## config.mk

```make
export PLATFORM = sky130hd
export DESIGN_NAME = dual_space_agu
export DESIGN_NICKNAME = d
export VERILOG_FILES = /design/src/logic/agu_pkg.sv /design/src/logic/dual_space_agu.sv /design/src/logic/modulo_addr.sv
export SDC_FILE = /design/constraint.sdc
export NUM_CORES = 2
export LEC_CHECK = 0
export BUFFER_PORTS_ARGS = -buffer_cell sky130_fd_sc_hd__clkbuf_2
export CAP_MARGIN = 20
export CORE_MARGIN = 2
export CORE_UTILIZATION = 55
export DETAILED_ROUTE_END_ITERATION = 8
export PLACE_DENSITY = 0.74
export SYNTH_ARGS = -nofsm -noshare
export SYNTH_HDL_FRONTEND = slang
export SYNTH_SLANG_ARGS = --single-unit
```

## constraint.sdc

```tcl
create_clock -name i_core_clk -period 24.5 [get_ports i_core_clk]
set_input_delay 7.35 -clock i_core_clk [delete_from_list [all_inputs] [get_ports i_core_clk]]
set_output_delay 7.35 -clock i_core_clk [all_outputs]
set_load 0.05 [all_outputs]
```

## src/logic/agu_pkg.sv

```systemverilog
// Functional notes
// - X space takes every instruction and mode.
// - X space has separate read/write buses.
// - X read bus serves unified and X prefetch.
// - Y space reads concurrently for MAC class.
// - Modulo wrapping on both X and Y.
// - Bit-reversal only on X-space writes.
// - All writes use unified X+Y range.
// - X/Y boundary fixed, not programmable.
// - Move/accumulator ops add indexed mode.
// - Move shares one 4-bit offset field.
// - Move modes: direct through 16-bit literal.
// - Prefetch pointers limited to registers 8..11.
// - Pointers 8,9 to X; 10,11 to Y.
// - MAC indexed only on pointers 9, 11.
// - MAC modes: indirect, indexed, post 2/4/6 or -2.
// - Branch 16-bit signed, hold-off 14-bit unsigned.
// - Implied or absent operands per opcode.
package agu_pkg;
  localparam int ADDR_W = 16;
  localparam int DATA_W = 16;
  localparam int REG_IDX_W = 4;
  localparam int OFFS_FIELD_W = 4;
  localparam int BRANCH_LIT_W = 16;
  localparam int HOLD_OFF_LIT_W = 14;
  localparam int BYTE_LIT_W = 8;
  localparam logic [ADDR_W-1:0] Y_SPACE_BASE = 16'h0800;
  localparam logic [REG_IDX_W-1:0] X_PTR_A_IDX = 4'h8;
  localparam logic [REG_IDX_W-1:0] X_PTR_B_IDX = 4'h9;
  localparam logic [REG_IDX_W-1:0] Y_PTR_A_IDX = 4'hA;
  localparam logic [REG_IDX_W-1:0] Y_PTR_B_IDX = 4'hB;
  localparam logic [ADDR_W-1:0] POST_STEP_2 = 16'h0002;
  localparam logic [ADDR_W-1:0] POST_STEP_4 = 16'h0004;
  localparam logic [ADDR_W-1:0] POST_STEP_6 = 16'h0006;
  localparam logic [ADDR_W-1:0] WORD_STEP = 16'h0002;
  typedef enum logic [2:0] {
    MODE_DIRECT = 3'b000,
    MODE_INDIRECT = 3'b001,
    MODE_POST_MOD = 3'b010,
    MODE_PRE_MOD = 3'b011,
    MODE_INDEXED = 3'b100,
    MODE_LIT_OFFSET = 3'b101,
    MODE_LIT8 = 3'b110,
    MODE_LIT16 = 3'b111
  } mode_e;
  typedef enum logic [1:0] {
    MAC_INDIRECT = 2'b00,
    MAC_POST_BY = 2'b01,
    MAC_INDEXED = 2'b10,
    MAC_NONE = 2'b11
  } mac_mode_e;
  typedef enum logic [1:0] {
    POST_2 = 2'b00,
    POST_4 = 2'b01,
    POST_6 = 2'b10,
    POST_NEG_2 = 2'b11
  } post_step_e;
  typedef enum logic [2:0] {
    CLS_MOVE = 3'b000,
    CLS_MAC = 3'b001,
    CLS_BRANCH = 3'b010,
    CLS_HOLD_OFF = 3'b011,
    CLS_IMPLIED = 3'b100,
    CLS_NO_OPERAND = 3'b101,
    CLS_OTHER = 3'b110
  } class_e;
endpackage

```

## src/logic/dual_space_agu.sv

```systemverilog
`timescale 1ns/100ps
module dual_space_agu #(
  parameter int NUM_REGS = 16
) (
  // Clock and reset.
  input wire logic i_core_clk,
  input wire logic i_rst_b,
  // Decoded instruction.
  input wire logic i_valid,
  input wire agu_pkg::class_e i_class,
  input wire agu_pkg::mode_e i_src_mode,
  input wire agu_pkg::mode_e i_dst_mode,
  input wire logic [agu_pkg::REG_IDX_W-1:0] i_src_reg,
  input wire logic [agu_pkg::REG_IDX_W-1:0] i_dst_reg,
  input wire logic [agu_pkg::OFFS_FIELD_W-1:0] i_offset_register_field,
  input wire logic [agu_pkg::ADDR_W-1:0] i_literal,
  input wire logic i_dst_write,
  // Multiply-accumulate prefetch fields.
  input wire logic [agu_pkg::REG_IDX_W-1:0] i_x_ptr,
  input wire agu_pkg::mac_mode_e i_x_mac_mode,
  input wire agu_pkg::post_step_e i_x_step,
  input wire logic [agu_pkg::REG_IDX_W-1:0] i_y_ptr,
  input wire agu_pkg::mac_mode_e i_y_mac_mode,
  input wire agu_pkg::post_step_e i_y_step,
  // Modulo and bit-reverse settings.
  input wire logic i_x_mod_en,
  input wire logic [agu_pkg::ADDR_W-1:0] i_x_mod_start,
  input wire logic [agu_pkg::ADDR_W-1:0] i_x_mod_end,
  input wire logic i_y_mod_en,
  input wire logic [agu_pkg::ADDR_W-1:0] i_y_mod_start,
  input wire logic [agu_pkg::ADDR_W-1:0] i_y_mod_end,
  input wire logic i_brev_en,
  input wire logic [agu_pkg::ADDR_W-1:0] i_brev_size,
  // Write data and read data from the data RAM.
  input wire logic [agu_pkg::DATA_W-1:0] i_wr_data,
  input wire logic [agu_pkg::DATA_W-1:0] i_x_rd_data,
  input wire logic [agu_pkg::DATA_W-1:0] i_y_rd_data,
  // X read bus.
  output logic o_x_rd_en,
  output logic [agu_pkg::ADDR_W-1:0] o_x_rd_addr,
  // Y read bus.
  output logic o_y_rd_en,
  output logic [agu_pkg::ADDR_W-1:0] o_y_rd_addr,
  // X write bus, unified space.
  output logic o_x_wr_en,
  output logic [agu_pkg::ADDR_W-1:0] o_x_wr_addr,
  output logic [agu_pkg::DATA_W-1:0] o_x_wr_data,
  // Operands returned to the core.
  output logic [agu_pkg::DATA_W-1:0] o_x_operand,
  output logic [agu_pkg::DATA_W-1:0] o_y_operand,
  output logic [agu_pkg::ADDR_W-1:0] o_branch_disp,
  output logic [agu_pkg::HOLD_OFF_LIT_W-1:0] o_hold_off_count,
  // Status.
  output logic o_bad_pointer,
  output logic o_no_operand
);
  import agu_pkg::*;

  logic [ADDR_W-1:0] wreg [NUM_REGS];
  logic [ADDR_W-1:0] next_wreg [NUM_REGS];
  logic rd_pending;

  wire is_move = i_valid && i_class == CLS_MOVE;
  wire is_mac = i_valid && i_class == CLS_MAC;
  wire [ADDR_W-1:0] src_ptr = wreg[i_src_reg];
  wire [ADDR_W-1:0] dst_ptr = wreg[i_dst_reg];
  // One offset field serves both operands of a move.
  wire [ADDR_W-1:0] shared_offs = wreg[i_offset_register_field];

  // Move effective address per mode.
  function automatic logic [ADDR_W-1:0] move_ea(
    input mode_e m,
    input logic [ADDR_W-1:0] ptr,
    input logic [ADDR_W-1:0] offs,
    input logic [ADDR_W-1:0] lit
  );
    case (m)
      MODE_PRE_MOD: move_ea = ptr + WORD_STEP;
      MODE_INDEXED: move_ea = ptr + offs;
      MODE_LIT_OFFSET: move_ea = ptr + lit;
      MODE_INDIRECT, MODE_POST_MOD: move_ea = ptr;
      default: move_ea = ptr;
    endcase
  endfunction

  function automatic logic [ADDR_W-1:0] step_of(input post_step_e s);
    case (s)
      POST_2: step_of = POST_STEP_2;
      POST_4: step_of = POST_STEP_4;
      POST_6: step_of = POST_STEP_6;
      default: step_of = POST_STEP_2;
    endcase
  endfunction

  // Move modes: direct and literals use no memory read.
  wire src_mem = !(i_src_mode inside {MODE_DIRECT, MODE_LIT8,
                                      MODE_LIT16});
  wire dst_mem = !(i_dst_mode inside {MODE_DIRECT, MODE_LIT8,
                                      MODE_LIT16});
  wire [ADDR_W-1:0] src_ea = move_ea(i_src_mode, src_ptr, shared_offs,
                                     i_literal);
  wire [ADDR_W-1:0] dst_ea_raw = move_ea(i_dst_mode, dst_ptr, shared_offs,
                                         i_literal);

  // Prefetch pointer legality.
  wire x_ptr_ok = i_x_ptr == X_PTR_A_IDX || i_x_ptr == X_PTR_B_IDX;
  wire y_ptr_ok = i_y_ptr == Y_PTR_A_IDX || i_y_ptr == Y_PTR_B_IDX;
  wire x_idx_ok = i_x_mac_mode != MAC_INDEXED
    || i_x_ptr == X_PTR_B_IDX;
  wire y_idx_ok = i_y_mac_mode != MAC_INDEXED
    || i_y_ptr == Y_PTR_B_IDX;
  wire x_use = is_mac && i_x_mac_mode != MAC_NONE;
  wire y_use = is_mac && i_y_mac_mode != MAC_NONE;
  wire x_fetch = x_use && x_ptr_ok && x_idx_ok;
  wire y_fetch = y_use && y_ptr_ok && y_idx_ok;
  wire bad = (x_use && !(x_ptr_ok && x_idx_ok))
    || (y_use && !(y_ptr_ok && y_idx_ok));

  wire [ADDR_W-1:0] x_ptr_val = wreg[i_x_ptr];
  wire [ADDR_W-1:0] y_ptr_val = wreg[i_y_ptr];
  wire [ADDR_W-1:0] x_mac_ea = i_x_mac_mode == MAC_INDEXED
    ? x_ptr_val + wreg[i_offset_register_field] : x_ptr_val;
  wire [ADDR_W-1:0] y_mac_ea = i_y_mac_mode == MAC_INDEXED
    ? y_ptr_val + wreg[i_offset_register_field] : y_ptr_val;

  // Post-modified pointers pass through the modulo wrapper.
  wire [ADDR_W-1:0] x_post;
  wire [ADDR_W-1:0] y_post;
  wire [ADDR_W-1:0] move_post;
  wire [ADDR_W-1:0] dst_ea;
  modulo_addr #(.W(ADDR_W)) u_x_mod (
    .i_addr(x_ptr_val),
    .i_step(step_of(i_x_step)),
    .i_subtract(i_x_step == POST_NEG_2),
    .i_mod_en(i_x_mod_en),
    .i_mod_start(i_x_mod_start),
    .i_mod_end(i_x_mod_end),
    .i_brev_en(1'b0),
    .i_brev_size(i_brev_size),
    .o_addr(x_post)
  );
  modulo_addr #(.W(ADDR_W)) u_y_mod (
    .i_addr(y_ptr_val),
    .i_step(step_of(i_y_step)),
    .i_subtract(i_y_step == POST_NEG_2),
    .i_mod_en(i_y_mod_en),
    .i_mod_start(i_y_mod_start),
    .i_mod_end(i_y_mod_end),
    .i_brev_en(1'b0),
    .i_brev_size(i_brev_size),
    .o_addr(y_post)
  );
  // Move source pointer update: modulo in X space.
  modulo_addr #(.W(ADDR_W)) u_move_mod (
    .i_addr(src_ptr),
    .i_step(WORD_STEP),
    .i_subtract(1'b0),
    .i_mod_en(i_x_mod_en),
    .i_mod_start(i_x_mod_start),
    .i_mod_end(i_x_mod_end),
    .i_brev_en(1'b0),
    .i_brev_size(i_brev_size),
    .o_addr(move_post)
  );
  // Bit-reversal acts only on the destination write address.
  modulo_addr #(.W(ADDR_W)) u_brev (
    .i_addr(dst_ea_raw),
    .i_step(16'h0000),
    .i_subtract(1'b0),
    .i_mod_en(1'b0),
    .i_mod_start(i_x_mod_start),
    .i_mod_end(i_x_mod_end),
    .i_brev_en(i_brev_en && i_dst_mode == MODE_POST_MOD
      && dst_ptr < Y_SPACE_BASE),
    .i_brev_size(i_brev_size),
    .o_addr(dst_ea)
  );

  wire do_write = is_move && i_dst_write && dst_mem;
  wire mac_x_post = x_fetch && i_x_mac_mode == MAC_POST_BY;
  wire mac_y_post = y_fetch && i_y_mac_mode == MAC_POST_BY;
  wire move_src_post = is_move && src_mem && i_src_mode == MODE_POST_MOD;

  always_comb begin
    for (int r = 0; r < NUM_REGS; r++) begin
      next_wreg[r] = wreg[r];
    end
    if (move_src_post) begin
      next_wreg[i_src_reg] = move_post;
    end
    if (mac_x_post) begin
      next_wreg[i_x_ptr] = x_post;
    end
    if (mac_y_post) begin
      next_wreg[i_y_ptr] = y_post;
    end
  end

  always_ff @(posedge i_core_clk) begin
    for (int r = 0; r < NUM_REGS; r++) begin
      wreg[r] <= i_rst_b ? next_wreg[r] : 16'h0000;
    end
  end

  // Unified reads go over the X read bus; MAC adds the Y bus.
  always_ff @(posedge i_core_clk) begin
    if (!i_rst_b) begin
      o_x_rd_en <= 1'b0;
      o_x_rd_addr <= 16'h0000;
      o_y_rd_en <= 1'b0;
      o_y_rd_addr <= 16'h0000;
    end else begin
      o_x_rd_en <= (is_move && src_mem) || x_fetch;
      o_x_rd_addr <= x_fetch ? x_mac_ea : src_ea;
      o_y_rd_en <= y_fetch;
      o_y_rd_addr <= y_mac_ea;
    end
  end

  // Writes use the unified address on the separate write bus.
  always_ff @(posedge i_core_clk) begin
    if (!i_rst_b) begin
      o_x_wr_en <= 1'b0;
      o_x_wr_addr <= 16'h0000;
      o_x_wr_data <= 16'h0000;
    end else begin
      o_x_wr_en <= do_write;
      o_x_wr_addr <= dst_ea;
      o_x_wr_data <= i_wr_data;
    end
  end

  always_ff @(posedge i_core_clk) begin
    if (!i_rst_b) begin
      rd_pending <= 1'b0;
      o_x_operand <= 16'h0000;
      o_y_operand <= 16'h0000;
    end else begin
      rd_pending <= o_x_rd_en || o_y_rd_en;
      if (o_x_rd_en) begin
        o_x_operand <= i_x_rd_data;
      end
      if (o_y_rd_en) begin
        o_y_operand <= i_y_rd_data;
      end
    end
  end

  // Literal fields and implied or absent operands.
  wire [ADDR_W-1:0] disp_ext = i_literal;
  wire [HOLD_OFF_LIT_W-1:0] hold_lit = i_literal[HOLD_OFF_LIT_W-1:0];
  always_ff @(posedge i_core_clk) begin
    if (!i_rst_b) begin
      o_branch_disp <= 16'h0000;
      o_hold_off_count <= 14'h0000;
      o_bad_pointer <= 1'b0;
      o_no_operand <= 1'b0;
    end else begin
      if (i_valid && i_class == CLS_BRANCH) begin
        o_branch_disp <= disp_ext;
      end
      if (i_valid && i_class == CLS_HOLD_OFF) begin
        o_hold_off_count <= hold_lit;
      end
      o_bad_pointer <= bad;
      o_no_operand <= i_valid && (i_class == CLS_NO_OPERAND
        || i_class == CLS_IMPLIED);
    end
  end
endmodule

```

## src/logic/modulo_addr.sv

```systemverilog
`timescale 1ns/100ps
// Modulo-wraps an address into [start, end] and optionally bit-reverses.
module modulo_addr #(
  parameter int W = 16
) (
  // Address in.
  input wire logic [W-1:0] i_addr,
  input wire logic [W-1:0] i_step,
  input wire logic i_subtract,
  // Modulo window.
  input wire logic i_mod_en,
  input wire logic [W-1:0] i_mod_start,
  input wire logic [W-1:0] i_mod_end,
  // Bit-reverse control.
  input wire logic i_brev_en,
  input wire logic [W-1:0] i_brev_size,
  // Result.
  output logic [W-1:0] o_addr
);
  logic [W-1:0] raw;
  logic [W-1:0] len;
  logic [W-1:0] wrapped;
  logic [W-1:0] rev_sum;
  logic [W-1:0] carry_rev;
  localparam logic [W-1:0] WORD = 2;
  assign raw = i_subtract ? i_addr - i_step : i_addr + i_step;
  assign len = i_mod_end - i_mod_start + WORD;
  assign wrapped = !i_mod_en ? raw :
    (!i_subtract && raw > i_mod_end) ? raw - len :
    (i_subtract && raw < i_mod_start) ? raw + len : raw;
  // Reverse-carry add of the buffer half-size: propagates from the MSB down.
  always_comb begin
    carry_rev = '0;
    rev_sum = i_addr;
    for (int b = W - 1; b >= 0; b--) begin
      rev_sum[b] = i_addr[b] ^ i_brev_size[b] ^ carry_rev[b];
      if (b > 0) begin
        carry_rev[b-1] = (i_addr[b] & i_brev_size[b])
          | (carry_rev[b] & (i_addr[b] ^ i_brev_size[b]));
      end
    end
  end
  assign o_addr = i_brev_en ? rev_sum : wrapped;
endmodule

```

## Yosys cells after proc, flatten, opt, wreduce, memory -nomap -nowiden

Memories as Yosys holds them, arrays and structs flattened.
Cells that the tools add are included.

| storage, ports and cells | value |
|---|---|
| bits in registers | 131 |
| memory bits (writable) | 256 |
| input bits | 188 |
| output and inout bits | 131 |
| logic and storage cells | 253 |
| memories | 1 |

| cells by class | value |
|---|---|
| $add $sub $neg | 21 |
| order comparisons | 12 |
| equality and inequality tests | 35 |
| muxes and demuxes | 46 |
| bitwise logic cells | 77 |
| reduce and logical (&&, ||, !) cells | 48 |

Memory list:

| name | depth | width | read ports | clocked after memory_dff | write ports | RTL line | RTL |
|---|---|---|---|---|---|---|---|
| wreg | 16 | 16 | 21 | 0 | 16 | dual_space_agu.sv:59 | `logic [ADDR_W-1:0] wreg [NUM_REGS];` |

Operators with widths:

| cell | count |
|---|---|
| $bwmux 256 | 3 |
| $mux 256 | 3 |
| $mux 16 | 33 |
| $demux 16 s4 | 3 |
| $add 16x16->16 | 8 |
| $pmux 16 s3 | 2 |
| $sub 16x16->16 | 5 |
| $add 16x2->16 const B | 4 |
| $gt 16x16->1 | 3 |
| $add 16x3->16 | 2 |
| $lt 16x16->1 | 2 |
| $sub 16x3->16 | 2 |
| $xor 1x1->1 | 31 |
| $eq 3x3->1 const B | 10 |
| $logic_and 1x1->1 | 30 |
| $and 1x1->1 | 29 |
| $eq 3x2->1 const B | 6 |
| $eq 4x4->1 const B | 4 |
| $lt 16x12->1 const B | 1 |
| $ge 5x5->1 const B | 3 |
| $lt 5x1->1 const B | 3 |
| $not 4->5 | 3 |
| $or 1x1->1 | 14 |
| $eq 2x2->1 const B | 6 |
| other kinds (8) | 29 |

## Logic depth before layout (Yosys ltp)

An unclocked memory read counts as a cell.

| logic depth | value |
|---|---|
| word-level depth | 34 |
| depth in mapped cells | 36 |
| mapped depth without buffers | 34 |

## Modules after synthesis

Synthesis repeated with hierarchy kept, for this count alone.

| unflattened totals | value |
|---|---|
| cell total of the unflattened synthesis | 5,213 |
| area, all modules | 46,076.7 µm² |

Modules (own cells, without submodules):

| module | instances | cells each | area an instance (µm²) | seq. area each (µm²) |
|---|---|---|---|---|
| dual_space_agu | 1 | 2,729 | 27,701.6 | 7,747.4 |
| modulo_addr (u_brev ...) | 3 | 609 | 4,528.1 | 0.0 |
| modulo_addr (u_y_mod) | 1 | 657 | 4,790.8 | 0.0 |

## Worst setup path after synthesis

No wires, ideal clock.

| timing path | value |
|---|---|
| kind | input to register |
| start point | input i_offset_register_field[0] (netlist name) |
| end point | register o_x_wr_addr[0] (netlist name) |
| setup time | 0.128 ns |
| arrival | 18.020 ns |
| data required time | 24.372 ns |
| path slack | 6.352 ns |
| stages | 34 |
| buffers on the path | 2 |
| cells stage by stage | clkbuf_1 > buf_1 > mux4_2 > mux4_2 > mux2_2 > ha_1 > fa_1 > a21o_1 > a21o_1 > a21boi_0 > o31ai_1 > a211oi_1 > o21bai_1 > a21oi_1 > xnor2_1 > mux2i_1 > fa_1 > fa_1 > fa_1 > fa_1 > fa_1 > fa_1 > fa_1 > fa_1 > fa_1 > fa_1 > fa_1 > fa_1 > fa_1 > fa_1 > xor2_1 > nor2_1 > xor2_1 > nor2_1 |

| on the way | value |
|---|---|
| cells in the longest elaborated chain, start to end | 34 |
| elaborated cells between the ends (all ways) | 63 |
| those cells by class | add/sub: 1; mux: 2; bitwise: 59; memory: 1 |

RTL lines:

| what | RTL line | RTL |
|---|---|---|
| from (decl) | dual_space_agu.sv:15 | `input wire logic [agu_pkg::OFFS_FIELD_W-1:0] i_offset_register_field,` |
| $mem_v2 16x16 (*) | n/a |  |
| $add 16x16->16 (*) | dual_space_agu.sv:79 | `MODE_INDEXED: move_ea = ptr + offs;` |
| $pmux 16 s3 (*) | dual_space_agu.sv:77 | `case (m)` |
| $and 1x1->1 / $xor 1x1->1 (equally long branches) | modulo_addr.sv:38, modulo_addr.sv:39 |  |
| $and 1x1->1 | modulo_addr.sv:39 | `\| (carry_rev[b] & (i_addr[b] ^ i_brev_size[b]));` |
| $or 1x1->1 | modulo_addr.sv:39 |  |
| $and 1x1->1 | modulo_addr.sv:39 |  |
| $or 1x1->1 | modulo_addr.sv:39 |  |
| [... 18 more ...] | n/a |  |
| $and 1x1->1 | modulo_addr.sv:39 |  |
| $or 1x1->1 | modulo_addr.sv:39 |  |
| $and 1x1->1 | modulo_addr.sv:39 |  |
| $or 1x1->1 | modulo_addr.sv:39 |  |
| $and 1x1->1 | modulo_addr.sv:39 |  |
| $or 1x1->1 | modulo_addr.sv:39 |  |
| $xor 1x1->1 | modulo_addr.sv:36 | `rev_sum[b] = i_addr[b] ^ i_brev_size[b] ^ carry_rev[b];` |
| $mux 16 (*) | modulo_addr.sv:43 | `assign o_addr = i_brev_en ? rev_sum : wrapped;` |
| to (signal assigned) | dual_space_agu.sv:228 | `o_x_wr_addr <= dst_ea;` |
| to (decl) | dual_space_agu.sv:46 | `output logic [agu_pkg::ADDR_W-1:0] o_x_wr_addr,` |

Mark *: on every way between the ends. The rest lies on a longest branch, timed or not.
A chain may end at the register's enable or synchronous reset.

## Final worst setup path

Same ends and word-level chain as after synthesis.

==> results.md <==
* Result of the run: finished, violations left
* Failing checks: DRC
* Fraction of final layout cells sized beyond drive strength 1 at between 20% and 30%
* Maximum clock path buffer count at 3
* Number of antenna violations at the first check in global routing at 8
* Number of clock sinks seen by CTS at between 300 and 400
* Remaining routing DRC violations at 2
* Top fanout value on the critical path at 36
* Clk Tree Root Cell: sky130_fd_sc_hd__clkbuf_16
* Cell type group with the largest total delay on the critical path: adder cells
* Max_slew headroom at between 20 and 25%
* Leakage dissipation at 16.3 nW
* Clock transition at the registers of the reported paths at 0.06 ns
* Port bufs at 318
* Fraction of synthesis flops using an asynchronous set or reset pin at 0%
* Max-cap violation count at 0
* Placed wire-length estimate after detailed placement at about 100000 um
* Number of instances resized during post-cts repair at 0
* Starting Density at a little under three fifths
* Layout overhead on the synthesized area at 10.1%
* Final setup violation count at 0
* Net count of the mapped netlist at 4442
* Category of the worst setup path launch point: input pin
* Req. time, crit path at between 20 and 25 ns
* Met2 WL at 58800 um
* Number of core rows at 95
* Global-route usage over all layers at 39.3%
* EDFF count, synth at 0
* Number of global-route vias before repair at approximately 33000
* Actual transition at the worst max-transition pin at approximately 1.2 ns
* Largest net degree at the start of global routing at approximately 160
* Number of warnings reported in the yosys synthesis log at 0
* Post-Route Setup TNS at 0 ns
* Insertion delay of the later-clocked pin in the worst-skew pair at approximately 0.62 ns
* Synthesized instance count at 3917
* Worst IR drop on VDD at 0.0614 mV
* Post-synth top area cell: sky130_fd_sc_hd__mux4_2
* Metal3 WL at roughly 20000 um
* Die Outline Area at approximately 70000 sq um
* Final cell utilization of the core at between 60% and 70%
* # H-tree levels at 2
* Buf+Inv Stages, Crit Path at 3
* Setup Buffers After CTS at 0
* Total CTS buffers at 46
* Commonest cells in the netlist: sky130_fd_sc_hd__nor2_1, sky130_fd_sc_hd__dfxtp_1, sky130_fd_sc_hd__mux4_2, sky130_fd_sc_hd__ha_1, sky130_fd_sc_hd__nand2_1
* Seq cells post-synth at 387
* Slowest stage cell on the critical path: sky130_fd_sc_hd__mux4_2
* First-pass GRT wire length at about 210000 um
* Fin worst setup slack at a little over 6 ns
* Count of pins on the block boundary at 319
* DRT antenna net count at 0
* Nets@finish at ~4600
* Chip height at 264 um
* DR top layer: met5
* Vias at 35200
* Vias per inst at 7.04
* Tightest Hold Check Type: reg -> reg
* First-pass iteration count of the detailed router at 9
* Worst setup EP type: register
* Non-filler cells, final at 5005
* Worst stage delay on the critical path at roughly 0.63 ns
* Crit-path most repeated cell: sky130_fd_sc_hd__fa_1
* Avg WL per Cell at between 20 and 30 um
* Initial drt markers at between 5000 and 6000
* RSZ-0062 raised after global routing: false
* Post-route clock skew at 0.0391 ns
* Power per standard cell area at approximately 47 nW/um^2
* Cell variety after synth at between 100 and 150
* Pins over their slew limit at 0
* Top cell type's share of synthesized area at 22.6%
* Post-Syn Area at approximately 37000 sq um
* Period Utilization, post-route at 75.0%
* Fin crit period at 18.38 ns
* Final Power at ~0.0019 W
* Routed length on met1 at ~50000 um
* Proportion of synthesized chip area in sequential cells at a little over a fifth
* Number of filler cells placed in the layout at between 5000 and 6000
* Post-synthesis area per instance at between 9 and 10 sq um
* Count of final hold-check violations at 0
* Worst setup path class: in -> reg
* Arrival time worst endpoint at approximately 19 ns
* Most frequent cell after synthesis: sky130_fd_sc_hd__nor2_1
* Residual overflow from global routing at 0
* Cell Count Post-Placement at 4906
* TritonCTS clock tree: yes
* Total wirelength of the detailed-routed design at approximately 140000 um
* Hold_buf cts at 0
* Leading register cell type out of synthesis: sky130_fd_sc_hd__dfxtp_1
* Core Region at ~67000 sq um
* Horizontal die dimension at around 260 um
* Worst setup slack before clock tree synthesis at approximately 5.5 ns
* Final estimated routing congestion in global placement at between 1 and 1.5
* Dominant cells by area after synthesis: sky130_fd_sc_hd__mux4_2, sky130_fd_sc_hd__dfxtp_1, sky130_fd_sc_hd__ha_1
* Fmax at between 50 and 60 MHz
registers in the layout, summed over array words and instances (netlist names):
signal / cells
o_bad_pointer: 1
o_branch_disp: 16
o_hold_off_count: 14
o_no_operand: 1
o_x_operand: 16
o_x_rd_addr: 16
o_x_rd_en: 1
o_x_wr_addr: 16
o_x_wr_data: 16
o_x_wr_en: 1
o_y_operand: 16
o_y_rd_addr: 16
o_y_rd_en: 1
wreg: 256
worst min-delay path: stages, from the launching register on:
cell,delay (ns)
sky130_fd_sc_hd__dfxtp_1,0.31
sky130_fd_sc_hd__nand2_1,0.05
sky130_fd_sc_hd__a21oi_1,0.05
cell families after synthesis:
kind of cell,after synthesis,synth area share (%)
and+or+nand+nor,1091,13.6
buffers and inverters,453,5.22
DFF,387,20.9
adders and majority gates,337,11.9
xor gates and xnor gates,147,3.51
muxes,505,26.7
AOI/OAI and AO/OA,997,18.3
stage by stage:
step           hold slack [ns]  cell area, sq um
2_1_floorplan            0.468             37100
3_3_place_gp             0.441             39100
3_5_place_dp             0.446             39100
4_1_cts                  0.455             40800
5_1_grt                  0.474             40900
6_report                 0.455             40900
worst paths after layout:
path	start	slack [ns]	depth (start not counted)	end
max	i_offset_register_field[0]	6.12	35	o_x_wr_addr[0]
min	o_branch_disp[5]	0.45	2	o_branch_disp[5]
max reg2reg	wreg[9][6]	13.55	33	o_x_wr_addr[0]
min reg2reg	o_branch_disp[5]	0.45	2	o_branch_disp[5]
cell usage in the layout, fill, tap and decap left out, drive strengths merged, types with 53 or more instances in the layout:
cell type | netlist | final
nor2 | 438 | 438
dfxtp | 387 | 387
mux4 | 380 | 380
clkbuf | 150 | 373
ha | 312 | 312
nand2 | 279 | 279
a21oi | 260 | 260
inv | 201 | 209
a211oi | 199 | 199
o21ai | 145 | 145
xnor2 | 107 | 107
mux2i | 85 | 85
nor3 | 74 | 74
buf | 101 | 64
nand3 | 53 | 53
cell type report:
type / count / area (sq um) / area share (%)
timing repair buffer: 374 / 2060 / 5.05
clock inverter: 23 / 344 / 0.842
inverter: 202 / 766 / 1.87
sequential: 387 / 7750 / 19.0
multi-input combinational: 3077 / 27500 / 67.3
tap: 873 / 1090 / 2.67
antenna: 6 / 15.0 / 0.0367
clock buffer: 63 / 1340 / 3.27
metal layers:
metal  GRT usage (%)  up-vias
li1                -    15300
met1            48.2    16600
met2            57.8     2684
met3            14.5      668
met4            26.6        8
met5               0        -
report_power, final:
| part | internal [W] | total [W] | switching, W |
|---|---|---|---|
| Combinational | 0.000191 | 0.000510 | 0.000319 |
| Sequential | 0.000634 | 0.000636 | 0.00000250 |
| Clock | 0.000451 | 0.000762 | 0.000311 |
No activity file was read; power rests on OpenSTA's default activity.
